`src/cmp_params.svh`:
```
`ifndef CMP_PARAMS_SVH
`define CMP_PARAMS_SVH
// register addresses on the special-function bus
`define CMP1_CTRL_ADDR 8'h9a
`define CMP0_CTRL_ADDR 8'h9b
`define CMP1_MODE_ADDR 8'h9c
`define CMP0_MODE_ADDR 8'h9d
`define CMP1_SEL_ADDR 8'h9e
`define CMP0_SEL_ADDR 8'h9f
// control register fields
`define CTL_ON_BIT 7
`define CTL_RESULT_BIT 6
`define CTL_RISE_BIT 5
`define CTL_FALL_BIT 4
`define CTL_PHYS_HI 3
`define CTL_PHYS_LO 2
`define CTL_NHYS_HI 1
`define CTL_NHYS_LO 0
`define CTL_RESET 8'h00
// mode register fields
`define MODE_RISE_EN_BIT 5
`define MODE_FALL_EN_BIT 4
`define MODE_SPEED_HI 1
`define MODE_SPEED_LO 0
`define MODE_RESET 8'h02
`define MODE_WMASK 8'h33
// input select fields
`define SEL_NEG_HI 5
`define SEL_NEG_LO 4
`define SEL_POS_HI 1
`define SEL_POS_LO 0
`define SEL_RESET 8'h00
`define SEL_WMASK 8'h33
`define READ_IDLE 8'h00
`endif

```
`src/cmp_pkg.sv`:
```
package cmp_pkg;
    typedef logic [7:0] byte_t;
    // hysteresis amount per two-bit code
    typedef enum logic [1:0] {
        HYST_OFF = 2'b00,
        HYST_5MV = 2'b01,
        HYST_10MV = 2'b10,
        HYST_20MV = 2'b11
    } hyst_e;
    // response time mode, 100/175/320/1050 ns typical
    typedef enum logic [1:0] {
        SPEED_100NS = 2'b00,
        SPEED_175NS = 2'b01,
        SPEED_320NS = 2'b10,
        SPEED_1050NS = 2'b11
    } speed_e;
endpackage

```
`src/cmp_channel.sv`:
```
`timescale 1ns/100ps
`include "cmp_params.svh"
module cmp_channel
    import cmp_pkg::*;
(
    // clock and reset
    input wire logic clk_sys_i,
    input wire logic reset_i,
    input wire logic clk_en_i,
    // analog result and enable
    input wire logic raw_i,
    input wire logic on_i,
    // software clears, one-cycle
    input wire logic clr_rise_i,
    input wire logic clr_fall_i,
    // status
    output logic result_o,
    output logic rise_flag_o,
    output logic fall_flag_o,
    output logic sync_out_o
);
    logic meta_q, meta_d;
    logic sync_q, sync_d;
    logic prev_q, prev_d;
    logic rise_q, rise_d;
    logic fall_q, fall_d;
    logic rise_evt, fall_evt;

    assign rise_evt = sync_q & ~prev_q;
    assign fall_evt = ~sync_q & prev_q;

    always_comb begin
        meta_d = raw_i & on_i;
        sync_d = meta_q;
        prev_d = sync_q;
        rise_d = rise_evt | (rise_q & ~clr_rise_i);
        fall_d = fall_evt | (fall_q & ~clr_fall_i);
    end

    always_ff @(posedge clk_sys_i) begin
        if (reset_i) begin
            meta_q <= 1'b0;
            sync_q <= 1'b0;
            prev_q <= 1'b0;
            rise_q <= 1'b0;
            fall_q <= 1'b0;
        end else if (clk_en_i) begin
            meta_q <= meta_d;
            sync_q <= sync_d;
            prev_q <= prev_d;
            rise_q <= rise_d;
            fall_q <= fall_d;
        end
    end

    assign result_o = sync_q;
    assign rise_flag_o = rise_q;
    assign fall_flag_o = fall_q;
    assign sync_out_o = sync_q;

    sticky_rise_a: assert property (@(posedge clk_sys_i) disable iff (reset_i)
        rise_q && clk_en_i && !clr_rise_i |=> rise_q) else $error("rise flag lost");
    rise_set_a: assert property (@(posedge clk_sys_i) disable iff (reset_i)
        clk_en_i && sync_q && !prev_q |=> rise_q) else $error("rise flag not set");
    fall_set_a: assert property (@(posedge clk_sys_i) disable iff (reset_i)
        clk_en_i && !sync_q && prev_q |=> fall_q) else $error("fall flag not set");
    // result follows raw in two
    // both flops must have moved, so enables one and two cycles back
    sync_lat_a: assert property (@(posedge clk_sys_i) disable iff (reset_i)
        clk_en_i ##1 clk_en_i |=> sync_q == $past(raw_i & on_i, 2))
        else $error("sync latency wrong");
endmodule

```
`src/cmp_control.sv`:
```
`timescale 1ns/100ps
`include "cmp_params.svh"
module cmp_control
    import cmp_pkg::*;
(
    // clock, reset, enable
    input wire logic clk_sys_i,
    input wire logic reset_i,
    input wire logic clk_en_i,
    // register port
    input wire logic [7:0] reg_addr_i,
    input wire logic reg_wr_i,
    input wire logic reg_rd_i,
    input wire logic [7:0] reg_wdata_i,
    output logic [7:0] reg_rdata_o,
    // analog core results, asynchronous
    input wire logic [1:0] cmp_raw_i,
    // analog core controls
    output logic [1:0] cmp_on_o,
    output logic [1:0] cmp_pos_hyst_o [2],
    output logic [1:0] cmp_neg_hyst_o [2],
    output logic [1:0] cmp_speed_sel_o [2],
    output logic [3:0] cmp_pos_pin_o [2],
    output logic [3:0] cmp_neg_pin_o [2],
    // pin outputs
    output logic [1:0] cmp_async_o,
    output logic [1:0] cmp_sync_o,
    // interrupt requests
    output logic [1:0] cmp_irq_o
);
    byte_t ctrl_q [2];
    byte_t ctrl_d [2];
    byte_t mode_q [2];
    byte_t mode_d [2];
    byte_t sel_q [2];
    byte_t sel_d [2];
    byte_t rdata_q, rdata_d;
    logic [1:0] result, rise_flag, fall_flag, sync_out;
    logic [1:0] clr_rise, clr_fall;
    logic [1:0] ctrl_hit, mode_hit, sel_hit;

    // one-hot pin select of a two-bit mux code
    function automatic logic [3:0] pin_onehot(input logic [1:0] code);
        pin_onehot = 4'h1 << code;
    endfunction

    always_comb begin
        ctrl_hit = 2'b00;
        mode_hit = 2'b00;
        sel_hit = 2'b00;
        if (reg_addr_i == `CMP0_CTRL_ADDR) begin
            ctrl_hit[0] = 1'b1;
        end else if (reg_addr_i == `CMP1_CTRL_ADDR) begin
            ctrl_hit[1] = 1'b1;
        end else if (reg_addr_i == `CMP0_MODE_ADDR) begin
            mode_hit[0] = 1'b1;
        end else if (reg_addr_i == `CMP1_MODE_ADDR) begin
            mode_hit[1] = 1'b1;
        end else if (reg_addr_i == `CMP0_SEL_ADDR) begin
            sel_hit[0] = 1'b1;
        end else if (reg_addr_i == `CMP1_SEL_ADDR) begin
            sel_hit[1] = 1'b1;
        end
    end

    genvar g;
    generate
        for (g = 0; g < 2; g++) begin : chan
            cmp_channel u_chan (
                .clk_sys_i(clk_sys_i),
                .reset_i(reset_i),
                .clk_en_i(clk_en_i),
                .raw_i(cmp_raw_i[g]),
                .on_i(ctrl_q[g][`CTL_ON_BIT]),
                .clr_rise_i(clr_rise[g]),
                .clr_fall_i(clr_fall[g]),
                .result_o(result[g]),
                .rise_flag_o(rise_flag[g]),
                .fall_flag_o(fall_flag[g]),
                .sync_out_o(sync_out[g])
            );

            assign clr_rise[g] = reg_wr_i & ctrl_hit[g] & ~reg_wdata_i[`CTL_RISE_BIT];
            assign clr_fall[g] = reg_wr_i & ctrl_hit[g] & ~reg_wdata_i[`CTL_FALL_BIT];

            always_comb begin
                ctrl_d[g] = ctrl_q[g];
                mode_d[g] = mode_q[g];
                sel_d[g] = sel_q[g];
                if (reg_wr_i && ctrl_hit[g]) begin
                    ctrl_d[g] = reg_wdata_i;
                end
                if (reg_wr_i && mode_hit[g]) begin
                    mode_d[g] = reg_wdata_i & `MODE_WMASK;
                end
                if (reg_wr_i && sel_hit[g]) begin
                    sel_d[g] = reg_wdata_i & `SEL_WMASK;
                end
            end

            always_ff @(posedge clk_sys_i) begin
                if (reset_i) begin
                    ctrl_q[g] <= `CTL_RESET;
                    mode_q[g] <= `MODE_RESET;
                    sel_q[g] <= `SEL_RESET;
                end else if (clk_en_i) begin
                    ctrl_q[g] <= ctrl_d[g];
                    mode_q[g] <= mode_d[g];
                    sel_q[g] <= sel_d[g];
                end
            end

            assign cmp_on_o[g] = ctrl_q[g][`CTL_ON_BIT];
            assign cmp_pos_hyst_o[g] = ctrl_q[g][`CTL_PHYS_HI:`CTL_PHYS_LO];
            assign cmp_neg_hyst_o[g] = ctrl_q[g][`CTL_NHYS_HI:`CTL_NHYS_LO];
            assign cmp_speed_sel_o[g] = mode_q[g][`MODE_SPEED_HI:`MODE_SPEED_LO];
            assign cmp_neg_pin_o[g] = pin_onehot(sel_q[g][`SEL_NEG_HI:`SEL_NEG_LO]);
            assign cmp_pos_pin_o[g] = pin_onehot(sel_q[g][`SEL_POS_HI:`SEL_POS_LO]);
            // raw path has no flop, works without clock
            assign cmp_async_o[g] = cmp_raw_i[g] & ctrl_q[g][`CTL_ON_BIT];
            assign cmp_sync_o[g] = sync_out[g] & ctrl_q[g][`CTL_ON_BIT];
            // rise enable on mode bit 5
            // fall enable on mode bit 4
            assign cmp_irq_o[g] = (rise_flag[g] & mode_q[g][`MODE_RISE_EN_BIT])
                | (fall_flag[g] & mode_q[g][`MODE_FALL_EN_BIT]);

            off_low_a: assert property (@(posedge clk_sys_i) disable iff (reset_i)
                !ctrl_q[g][`CTL_ON_BIT] |-> !cmp_async_o[g] && !cmp_sync_o[g])
                else $error("disabled output not low");
            rise_irq_a: assert property (@(posedge clk_sys_i) disable iff (reset_i)
                rise_flag[g] && mode_q[g][`MODE_RISE_EN_BIT] |-> cmp_irq_o[g])
                else $error("rise irq missing");
            fall_irq_a: assert property (@(posedge clk_sys_i) disable iff (reset_i)
                fall_flag[g] && mode_q[g][`MODE_FALL_EN_BIT] |-> cmp_irq_o[g])
                else $error("fall irq missing");
            irq_quiet_a: assert property (@(posedge clk_sys_i) disable iff (reset_i)
                !(rise_flag[g] && mode_q[g][`MODE_RISE_EN_BIT])
                && !(fall_flag[g] && mode_q[g][`MODE_FALL_EN_BIT]) |-> !cmp_irq_o[g])
                else $error("spurious irq");
            unused_zero_a: assert property (@(posedge clk_sys_i) disable iff (reset_i)
                ((mode_q[g] | sel_q[g]) & ~`MODE_WMASK) == 8'h00)
                else $error("unused bits set");
            enable_write_a: assert property (@(posedge clk_sys_i) disable iff (reset_i)
                clk_en_i && reg_wr_i && ctrl_hit[g] |=>
                cmp_on_o[g] == $past(reg_wdata_i[`CTL_ON_BIT]))
                else $error("enable not stored");
            pos_hyst_a: assert property (@(posedge clk_sys_i) disable iff (reset_i)
                clk_en_i && reg_wr_i && ctrl_hit[g] |=>
                cmp_pos_hyst_o[g] == $past(reg_wdata_i[`CTL_PHYS_HI:`CTL_PHYS_LO]))
                else $error("positive hysteresis not stored");
            neg_hyst_a: assert property (@(posedge clk_sys_i) disable iff (reset_i)
                clk_en_i && reg_wr_i && ctrl_hit[g] |=>
                cmp_neg_hyst_o[g] == $past(reg_wdata_i[`CTL_NHYS_HI:`CTL_NHYS_LO]))
                else $error("negative hysteresis not stored");
            speed_write_a: assert property (@(posedge clk_sys_i) disable iff (reset_i)
                clk_en_i && reg_wr_i && mode_hit[g] |=>
                cmp_speed_sel_o[g] == $past(reg_wdata_i[`MODE_SPEED_HI:`MODE_SPEED_LO]))
                else $error("response mode not stored");
            rise_en_a: assert property (@(posedge clk_sys_i) disable iff (reset_i)
                clk_en_i && reg_wr_i && mode_hit[g] |=>
                mode_q[g][`MODE_RISE_EN_BIT] == $past(reg_wdata_i[`MODE_RISE_EN_BIT]))
                else $error("rise enable not stored");
            fall_en_a: assert property (@(posedge clk_sys_i) disable iff (reset_i)
                clk_en_i && reg_wr_i && mode_hit[g] |=>
                mode_q[g][`MODE_FALL_EN_BIT] == $past(reg_wdata_i[`MODE_FALL_EN_BIT]))
                else $error("fall enable not stored");
            neg_pin_a: assert property (@(posedge clk_sys_i) disable iff (reset_i)
                clk_en_i && reg_wr_i && sel_hit[g] |=>
                cmp_neg_pin_o[g] == (4'h1 << $past(reg_wdata_i[`SEL_NEG_HI:`SEL_NEG_LO])))
                else $error("negative pin select wrong");
            pos_pin_a: assert property (@(posedge clk_sys_i) disable iff (reset_i)
                clk_en_i && reg_wr_i && sel_hit[g] |=>
                cmp_pos_pin_o[g] == (4'h1 << $past(reg_wdata_i[`SEL_POS_HI:`SEL_POS_LO])))
                else $error("positive pin select wrong");
            pin_onehot_a: assert property (@(posedge clk_sys_i) disable iff (reset_i)
                $onehot(cmp_pos_pin_o[g]) && $onehot(cmp_neg_pin_o[g]))
                else $error("pin select not one-hot");
            async_follow_a: assert property (@(posedge clk_sys_i) disable iff (reset_i)
                ctrl_q[g][`CTL_ON_BIT] |->
                cmp_async_o[g] == cmp_raw_i[g])
                else $error("raw output not following");
            sync_follow_a: assert property (@(posedge clk_sys_i) disable iff (reset_i)
                ctrl_q[g][`CTL_ON_BIT] |->
                cmp_sync_o[g] == result[g])
                else $error("synced output not following");
            sel_read_a: assert property (@(posedge clk_sys_i) disable iff (reset_i)
                clk_en_i && reg_rd_i && sel_hit[g] |=>
                (reg_rdata_o & ~`SEL_WMASK) == `READ_IDLE)
                else $error("select spare bits set");
            mode_read_a: assert property (@(posedge clk_sys_i) disable iff (reset_i)
                clk_en_i && reg_rd_i && mode_hit[g] |=>
                (reg_rdata_o & ~`MODE_WMASK) == `READ_IDLE)
                else $error("mode spare bits set");
            // flags at same bits both channels
            flag_read_a: assert property (@(posedge clk_sys_i) disable iff (reset_i)
                clk_en_i && reg_rd_i && ctrl_hit[g] |=>
                reg_rdata_o[`CTL_RISE_BIT] == $past(rise_flag[g])
                && reg_rdata_o[`CTL_FALL_BIT] == $past(fall_flag[g]))
                else $error("flag read wrong");
            on_read_a: assert property (@(posedge clk_sys_i) disable iff (reset_i)
                clk_en_i && reg_rd_i && ctrl_hit[g] |=>
                reg_rdata_o[`CTL_ON_BIT] == $past(cmp_on_o[g]))
                else $error("enable read wrong");
            sticky_fall_a: assert property (@(posedge clk_sys_i) disable iff (reset_i)
                fall_flag[g] && clk_en_i && !clr_fall[g] |=>
                fall_flag[g])
                else $error("fall flag lost");
        end
    endgenerate

    always_comb begin
        rdata_d = rdata_q;
        if (reg_rd_i) begin
            rdata_d = `READ_IDLE;
            for (int i = 0; i < 2; i++) begin
                if (ctrl_hit[i]) begin
                    rdata_d = ctrl_q[i];
                    rdata_d[`CTL_RESULT_BIT] = result[i];
                    rdata_d[`CTL_RISE_BIT] = rise_flag[i];
                    rdata_d[`CTL_FALL_BIT] = fall_flag[i];
                end else if (mode_hit[i]) begin
                    rdata_d = mode_q[i];
                end else if (sel_hit[i]) begin
                    rdata_d = sel_q[i];
                end
            end
        end
    end

    always_ff @(posedge clk_sys_i) begin
        if (reset_i) begin
            rdata_q <= `READ_IDLE;
        end else if (clk_en_i) begin
            rdata_q <= rdata_d;
        end
    end

    assign reg_rdata_o = rdata_q;

    mode_reset_a: assert property (@(posedge clk_sys_i)
        reset_i ##1 !reset_i |-> mode_q[0] == `MODE_RESET && mode_q[1] == `MODE_RESET)
        else $error("mode reset wrong");
    read_result_a: assert property (@(posedge clk_sys_i) disable iff (reset_i)
        clk_en_i && reg_rd_i && ctrl_hit[0] |=> reg_rdata_o[`CTL_RESULT_BIT] == $past(result[0]))
        else $error("result bit wrong");
endmodule

```
`config.mk`:
```
export PLATFORM = sky130hd
export DESIGN_NAME = cmp_control
export DESIGN_NICKNAME = d
export VERILOG_FILES = /design/src/cmp_pkg.sv /design/src/cmp_channel.sv /design/src/cmp_control.sv
export VERILOG_INCLUDE_DIRS = /design/src
export SDC_FILE = /design/constraint.sdc
export NUM_CORES = 1
export LEC_CHECK = 0
export BUFFER_PORTS_ARGS = -buffer_cell sky130_fd_sc_hd__buf_2
export CELL_PAD_IN_SITES_DETAIL_PLACEMENT = 2
export CELL_PAD_IN_SITES_GLOBAL_PLACEMENT = 2
export CORE_MARGIN = 2
export CORE_UTILIZATION = 35
export CTS_BUF_LIST = sky130_fd_sc_hd__clkbuf_4
export DETAILED_ROUTE_END_ITERATION = 8
export PLACE_DENSITY_LB_ADDON = 0.1
export SYNTH_ARGS = -nofsm -noshare
export SYNTH_HDL_FRONTEND = slang
export SYNTH_HIERARCHICAL = 1
export SYNTH_SLANG_ARGS = --single-unit
```
`constraint.sdc`:
```
create_clock -name clk_sys_i -period 4.2 [get_ports clk_sys_i]
set_input_delay 0.21 -clock clk_sys_i [delete_from_list [all_inputs] [get_ports clk_sys_i]]
set_output_delay 0.21 -clock clk_sys_i [all_outputs]
set_load 0.02 [all_outputs]
```
# [After elaboration in Yosys (flattened, before gate mapping)]
# Memory sizes are Yosys's and may differ from the RTL's.
# Cells that the tools add are included.
# W data, S select, Z words.
[totals] reg_bits=18 ram_bits=48 inputBits=23 out_inout_bits=44 elab_cells=113 n_memories=3
[memory_table] memory="ctrl_q" words=2 word_bits=8 read_ports=2 rd_ports_with_merged_regs=0 wr=2 line_no="cmp_control.sv:31" source="byte_t ctrl_q [2];"
[memory_table] memory="mode_q" words=2 word_bits=8 read_ports=2 rd_ports_with_merged_regs=0 wr=2 line_no="cmp_control.sv:33" source="byte_t mode_q [2];"
[memory_table] memory="sel_q" words=2 word_bits=8 read_ports=2 rd_ports_with_merged_regs=0 wr=2 line_no="cmp_control.sv:35" source="byte_t sel_q [2];"
[classes] n_eq_ne=6 shifts=4 mux=38 bitwise=44 n_reduce_logical=7
[ops] operator="$mux W8" n=18
[ops] operator="$eq A8 B8 Y1 const B" n=6
[ops] operator="$and A1 B1 Y1" n=22
[ops] operator="$shl A1 B2 Y4 const A" n=4
[ops] operator="$mux W1" n=14
[ops] operator="$mux W2" n=6
[ops] operator="$or A1 B1 Y1" n=12
[ops] operator="$not A1 Y1" n=10
[ops] operator="$logic_and A1 B1 Y1" n=6
[ops] operator="$reduce_and A2 Y1" n=1

# [Longest topological paths before layout]
# Gate-level depths: netlist of run 1.
[depth] word_depth=13 mapped_depth=6 depth_no_buf=6

# [By module]
# The synthesis of run 1 kept the hierarchy.
[modules_own_cells] module="cmp_control" n_inst=1 cells_each=148 area_each_um2=1704.1 seq_area_each_um2=940.9
[modules_own_cells] module="cmp_channel" n_inst=2 cells_each=20 area_each_um2=207.7 seq_area_each_um2=100.1

# [Worst setup path after synthesis of run 1]
# Ideal clock, no wire load.
[synth_timing] path_type="input to register" from="in reg_addr_i[6]" to="mem ctrl_q[0][0] (netlist bit) (enable)" setup_time_ns=0.374 arrival_ns=1.210 required_time_ns=3.826 path_slack_ns=2.616 stages=4 n_path_buf=0 cell_sequence="nand4bb_4 -> nor3_4 -> nand2_1 -> o21ai_0"
[synth_lines] element="start, declared" line_no="cmp_control.sv:11" source="input wire logic [7:0] reg_addr_i,"
[synth_lines] element="end, declared" line_no="cmp_control.sv:31"

==> metrics, run 1 <==
Sw Ratio 0.2870; register area share after synthesis 0.5384; sequential share of power 0.595; Buffers on Ports 65; Setup TNS 0 ps; first-pass GRT wire length 8887 um; Non-Filler Instances 323; Synth top area share 0.3684; Slowest-stage cell, CP o21ai_0; Max Cap Viol 0; Placeable Area 5886 um^2; initial cell density of the core 0.3601; Post-Route WL 5658 um; Comb power frac 0.155; pre-CTS WS 1982 ps; CTS Buf Count 5; DR vias/cell 5.043; Lkg Pwr 1.059 nW; area of the die 6695 um^2; top cells by area, synth edfxtp_1 37%, dfxtp_1 17%, mux2i_1 6.1%, and2_1 4.4%, a21oi_1 3.1%; Wirelength per Cell 17.52 um; drc violations 0; CTS root buf clkbuf_4; Psw 239.4 uW; largest net degree at the start of global routing 22; status finished, final reports clean; Synth top cells by count 26 x edfxtp_1, 18 x dfxtp_1, 15 x and2_1, 13 x a21oi_1, 13 x mux2i_1; Synth area leader edfxtp_1; Critical Path RT 4200 ps; Final Hold Violating Endpoints 0; Mapped Cells 188; CTS tree done; Max clock buf depth 2; CTS sink cnt 44; post-CTS setup repair buffer count 0; M1 GR Usage 0.2268; Ys Warns 6; Tcrit/Tclk final 0.4140; NumNets Final 270; fmax 0.5751 GHz; Power per Cell Area 335.8 nW/um^2; # rows 28; GR Layer Usage met3 0.05165; crit path DAT 1730 ps; First DRT Iteration DRCs 89; number of global-route vias before repair 1685; CP Max Fanout 5; Cell variety after synth 35; Placed Instances 315; CP delay by family, top compound AO/OA/AOI/OAI gates; Synth async-reset ratio 0; Post-synth EDFFs 26; most common cell in the netlist edfxtp_1; P&R area growth vs syn 17.18%; CTS H-tree lvls 2; Placer Congestion 0.7807; DRT Pass-1 Iters 4; met2 Use GR 0.3154; slack of the critical path 2461 ps; via count 1629; count of final max-slew check failures 0; WP buf/inv 1; Final setup violation count 0; antenna violations before repair 0; die extent in y 81.82 um; prevailing post-synth register cell edfxtp_1; # diodes 0; Clock Skew 8.792 ps; ANT nets after route 0; CTS Hold Bufs 0; # IOs 67; worst min path class primary input to flop; Startpoint Class primary input; Crit Path Class primary input to flop; total power 834.1 uW; unrepaired setup endpoints after global routing false; Synth Register Bits 44; Netlist Area Pre-Place 2120 um^2; Slew HR 0.3744; share of cells above drive strength 1 0.3145; Int Power 594.7 uW; grt ovf 0; syn avg cell area 11.27 um^2; Worst Tran Pin Value 928.6 ps; Clock Latency Late Sink 360 ps; clock slew at reported path FFs 120 ps; Most Crowded Layer GR met2; VDD IR max 0.1796 mV; fill count 658; DP Wirelength 4320 um; CP Capture Type flop; fin crit period 1739 ps; Crit path largest cell delay 770 ps; post-synthesis net count 211; width of the chip 81.82 um; Clk network pwr share 0.250; worst-path cell chain buf_2 > nand4bb_4 > nor3_4 > nand2_1 > o21ai_0; PostCTS Resize Cnt 0; Total GRT Usage 0.1833
[registers in the layout, summed over array words and instances (netlist names)]
name and cells:
ctrl_q 10, chan.u_chan/result_o 2, chan.u_chan/rise_flag_o 2, reg_rdata_o 8, chan.u_chan/prev_q 2, chan.u_chan/fall_flag_o 2
chan.u_chan/meta_q 2, mode_q 8, sel_q 8
[cell type report]
cell class	instances	area [um^2]	area share
flip-flops and latches	44	1141	0.4594
inverters	9	33.78	0.01360
well taps	75	93.84	0.03778
clock inverters	2	7.507	0.003023
repair buffers	65	325.3	0.1310
clock buffers	6	45.04	0.01814
multi-input cells	122	837.1	0.3370
[cells in the final DEF (no fill, tap or decap)]
master / count
a211oi_1: 3
a21bo_1: 4
a21oi_1: 13
a22o_1: 2
a31oi_1: 1
a32o_1: 3
a41o_1: 1
and2_1: 15
and2b_1: 1
buf_2: 65
clkbuf_4: 6
dfxtp_1: 18
edfxtp_1: 26
inv_1: 9
inv_2: 2
mux2i_1: 13
nand2_1: 11
nand2b_1: 3
nand3_1: 4
nand3b_1: 4
nand4_1: 1
nand4_2: 2
nand4bb_4: 1
nor2_1: 9
nor2b_1: 8
nor2b_2: 1
nor3_1: 4
nor3_4: 1
o21ai_0: 6
o21ai_1: 1
o221ai_1: 4
o31ai_1: 2
o32ai_1: 1
or2b_1: 3
[worst paths after layout]
| path | endpoint | slack (ps) | start | cells past startpoint |
|---|---|---|---|---|
| max | ctrl_q[0][7] | 2460 | reg_addr_i[6] | 5 |
| min | chan[1].u_chan/meta_q | 120 | cmp_raw_i[1] | 3 |
| max reg2reg | reg_rdata_o[4] | 2740 | mode_q[0][4] | 4 |
| min reg2reg | reg_rdata_o[7] | 460 | reg_rdata_o[7] | 2 |
[layer usage]
layer	vias to the layer above	wire [um]
met5	-	0
met4	0	52
met3	6	222
met2	38	2867
met1	793	2515
li1	792	-
[logic make-up after synthesis]
logic type	count (synthesis)	synth area share
AOI/OAI and AO/OA	41	0.1346
buffers and inverters	22	0.06670
DFF	44	0.5384
muxes	13	0.06139
and+or+nand+nor	68	0.1989
[tightest hold or removal path, stage by stage]
cell     delay [ps]
buf_2           100
nand3_1          70
a21oi_1          60
[through the flow]
step	hold WS [ps]	area (um^2)	util
2_1_floorplan	279.1	2120	-
3_3_place_gp	433.2	2431	0.4131
3_5_place_dp	442.4	2431	0.4131
4_1_cts	104.8	2484	0.4220
5_1_grt	106.6	2484	0.4220
6_report	121.2	2484	0.4220
[power groups by stage]
stage               Sequential (mW)  Clock (mW)  Combinational (mW)
floorplan                     0.510           0              0.0789
global placement              0.506           0               0.128
detailed placement            0.507           0               0.131
CTS                           0.497       0.215               0.131
global route                  0.500       0.234               0.141
finish                        0.496       0.209               0.129
(Power assumes the default switching activity.)
==> run 2: changes to the inputs <==
Settings changed: CORE_UTILIZATION 35 to 29.
Clock period 4.2 ns to 1.5 ns, I/O delays scaled along.
==> metrics, run 2 (same netlist as run 1, synthesis figures left out) <==
status finished, final reports clean; Clock Latency Late Sink 350 ps; Non-Filler Instances 370; DRT Pass-1 Iters 3; CTS tree done; # IOs 67; Total GRT Usage 0.1553; Placed Instances 359; Final Hold Violating Endpoints 0; Hold WS 28.86 ps; drc violations 0; count of final max-slew check failures 0; fill count 814; CTS root buf clkbuf_4; multi-input logic area 837.1 um^2; CP Max Fanout 2; Wirelength per Cell 15.79 um; unrepaired setup endpoints after global routing false; Startpoint Class flop; FF+latch area 1141 um^2; DP Wirelength 4651 um; Buffers on Ports 65; antenna violations before repair 0; Placer Congestion 0.7334; Largest Register ctrl_q; number of global-route vias before repair 1809; CP Capture Type flop; Tcrit/Tclk final 0.9308; Int Power 1.723 mW; NumNets Final 293; Post-Route WL 5844 um; crit path DAT 1610 ps; Crit Path Class flop to flop; Final setup violation count 0; Max Cap Viol 0; first-pass GRT wire length 9156 um; width of the chip 89.49 um; Clk network pwr share 0.249; most frequent cells in the layout 65 x buf_2, 26 x edfxtp_1, 20 x buf_4; # diodes 0; CTS H-tree lvls 2; Worst Tran Pin Value 407.3 ps; Placeable Area 7176 um^2; largest net degree at the start of global routing 13; # rows 31; share of cells above drive strength 1 0.3579; Clock Skew 9.542 ps; fmax 0.7163 GHz; VDD IR max 0.3528 mV; Psw 662.7 uW; area of the die 8008 um^2; PostCTS Resize Cnt 0; ANT nets after route 0; Critical Path RT 1720 ps; post-CTS setup repair buffer count 0; Power per Cell Area 884.5 nW/um^2; via count 1714; First DRT Iteration DRCs 29; Max clock buf depth 2; Lkg Pwr 1.166 nW; Slew HR 0.7285; P&R area growth vs syn 27.27%; initial cell density of the core 0.2954; Sw Ratio 0.2778; CTS sink cnt 44; fin crit period 1396 ps; DR vias/cell 4.632; grt ovf 0; worst min path class primary input to flop; max FFs per register 10; die extent in y 89.49 um; clock slew at reported path FFs 120 ps; most common cell after layout, fill and taps aside buf_2; Comb power frac 0.170; sequential share of power 0.581; CTS Hold Bufs 2; CTS Buf Count 5
-- run 2: routing by layer --
metal | wire [um] | track usage | share of wire | up-vias
met2 | 2970 | 0.2700 | 0.51 | 40
li1 | - | - | - | 837
met3 | 185 | 0.03601 | 0.032 | 4
met4 | 47 | 0.04071 | 0.0080 | 0
met5 | 0 | 0 | 0 | -
met1 | 2640 | 0.1938 | 0.45 | 833
-- run 2: metrics by stage --
step	instance area [um^2]	utilization	setup WS (ps)	power [mW]	setup TNS [ps]
2_1_floorplan	2120	-	51.46	1.648	0
3_3_place_gp	2611	0.3639	-138.1	1.816	-549.9
3_5_place_dp	2611	0.3639	-138.6	1.823	-548.9
6_report	2698	0.3759	103.9	2.386	0
4_1_cts	2688	0.3745	81.08	2.426	0
5_1_grt	2698	0.3759	31.65	2.513	0
-- run 2: final cells by class --
type,instances,share of cell area
Tap cell,99,0.04592
Timing Repair Buffer,88,0.1874
Clock buffer,7,0.01948
Sequential cell,44,0.4230
Multi-Input combinational cell,122,0.3103
Clock inverter,1,0.001391
Inverter,9,0.01252
-- run 2: final timing paths --
check | start | endpoint | slack, ps | cells past startpoint
worst max-delay path | mode_q[0][1] | reg_rdata_o[1] | 100 | 4
worst min-delay path | reg_wdata_i[2] | ctrl_q[0][2] | 30 | 2
worst max register to register | mode_q[0][1] | reg_rdata_o[1] | 100 | 4
worst min register to register | reg_rdata_o[2] | reg_rdata_o[2] | 470 | 2
-- run 2: worst max-delay path, stage by stage (launching register included) --
cell and delay, ps:
edfxtp_1 420, or2b_1 240, a32o_1 270, a21oi_1 200, o221ai_1 150
-- run 2: power by group through the flow --
stage                     Combinational [mW]  Clock, mW  Sequential, mW
after floorplan                        0.221          0            1.43
after global placement                 0.403          0            1.41
after detailed placement               0.409          0            1.41
after CTS                              0.413      0.626            1.39
after global routing                   0.446      0.672            1.39
final                                  0.406      0.594            1.39
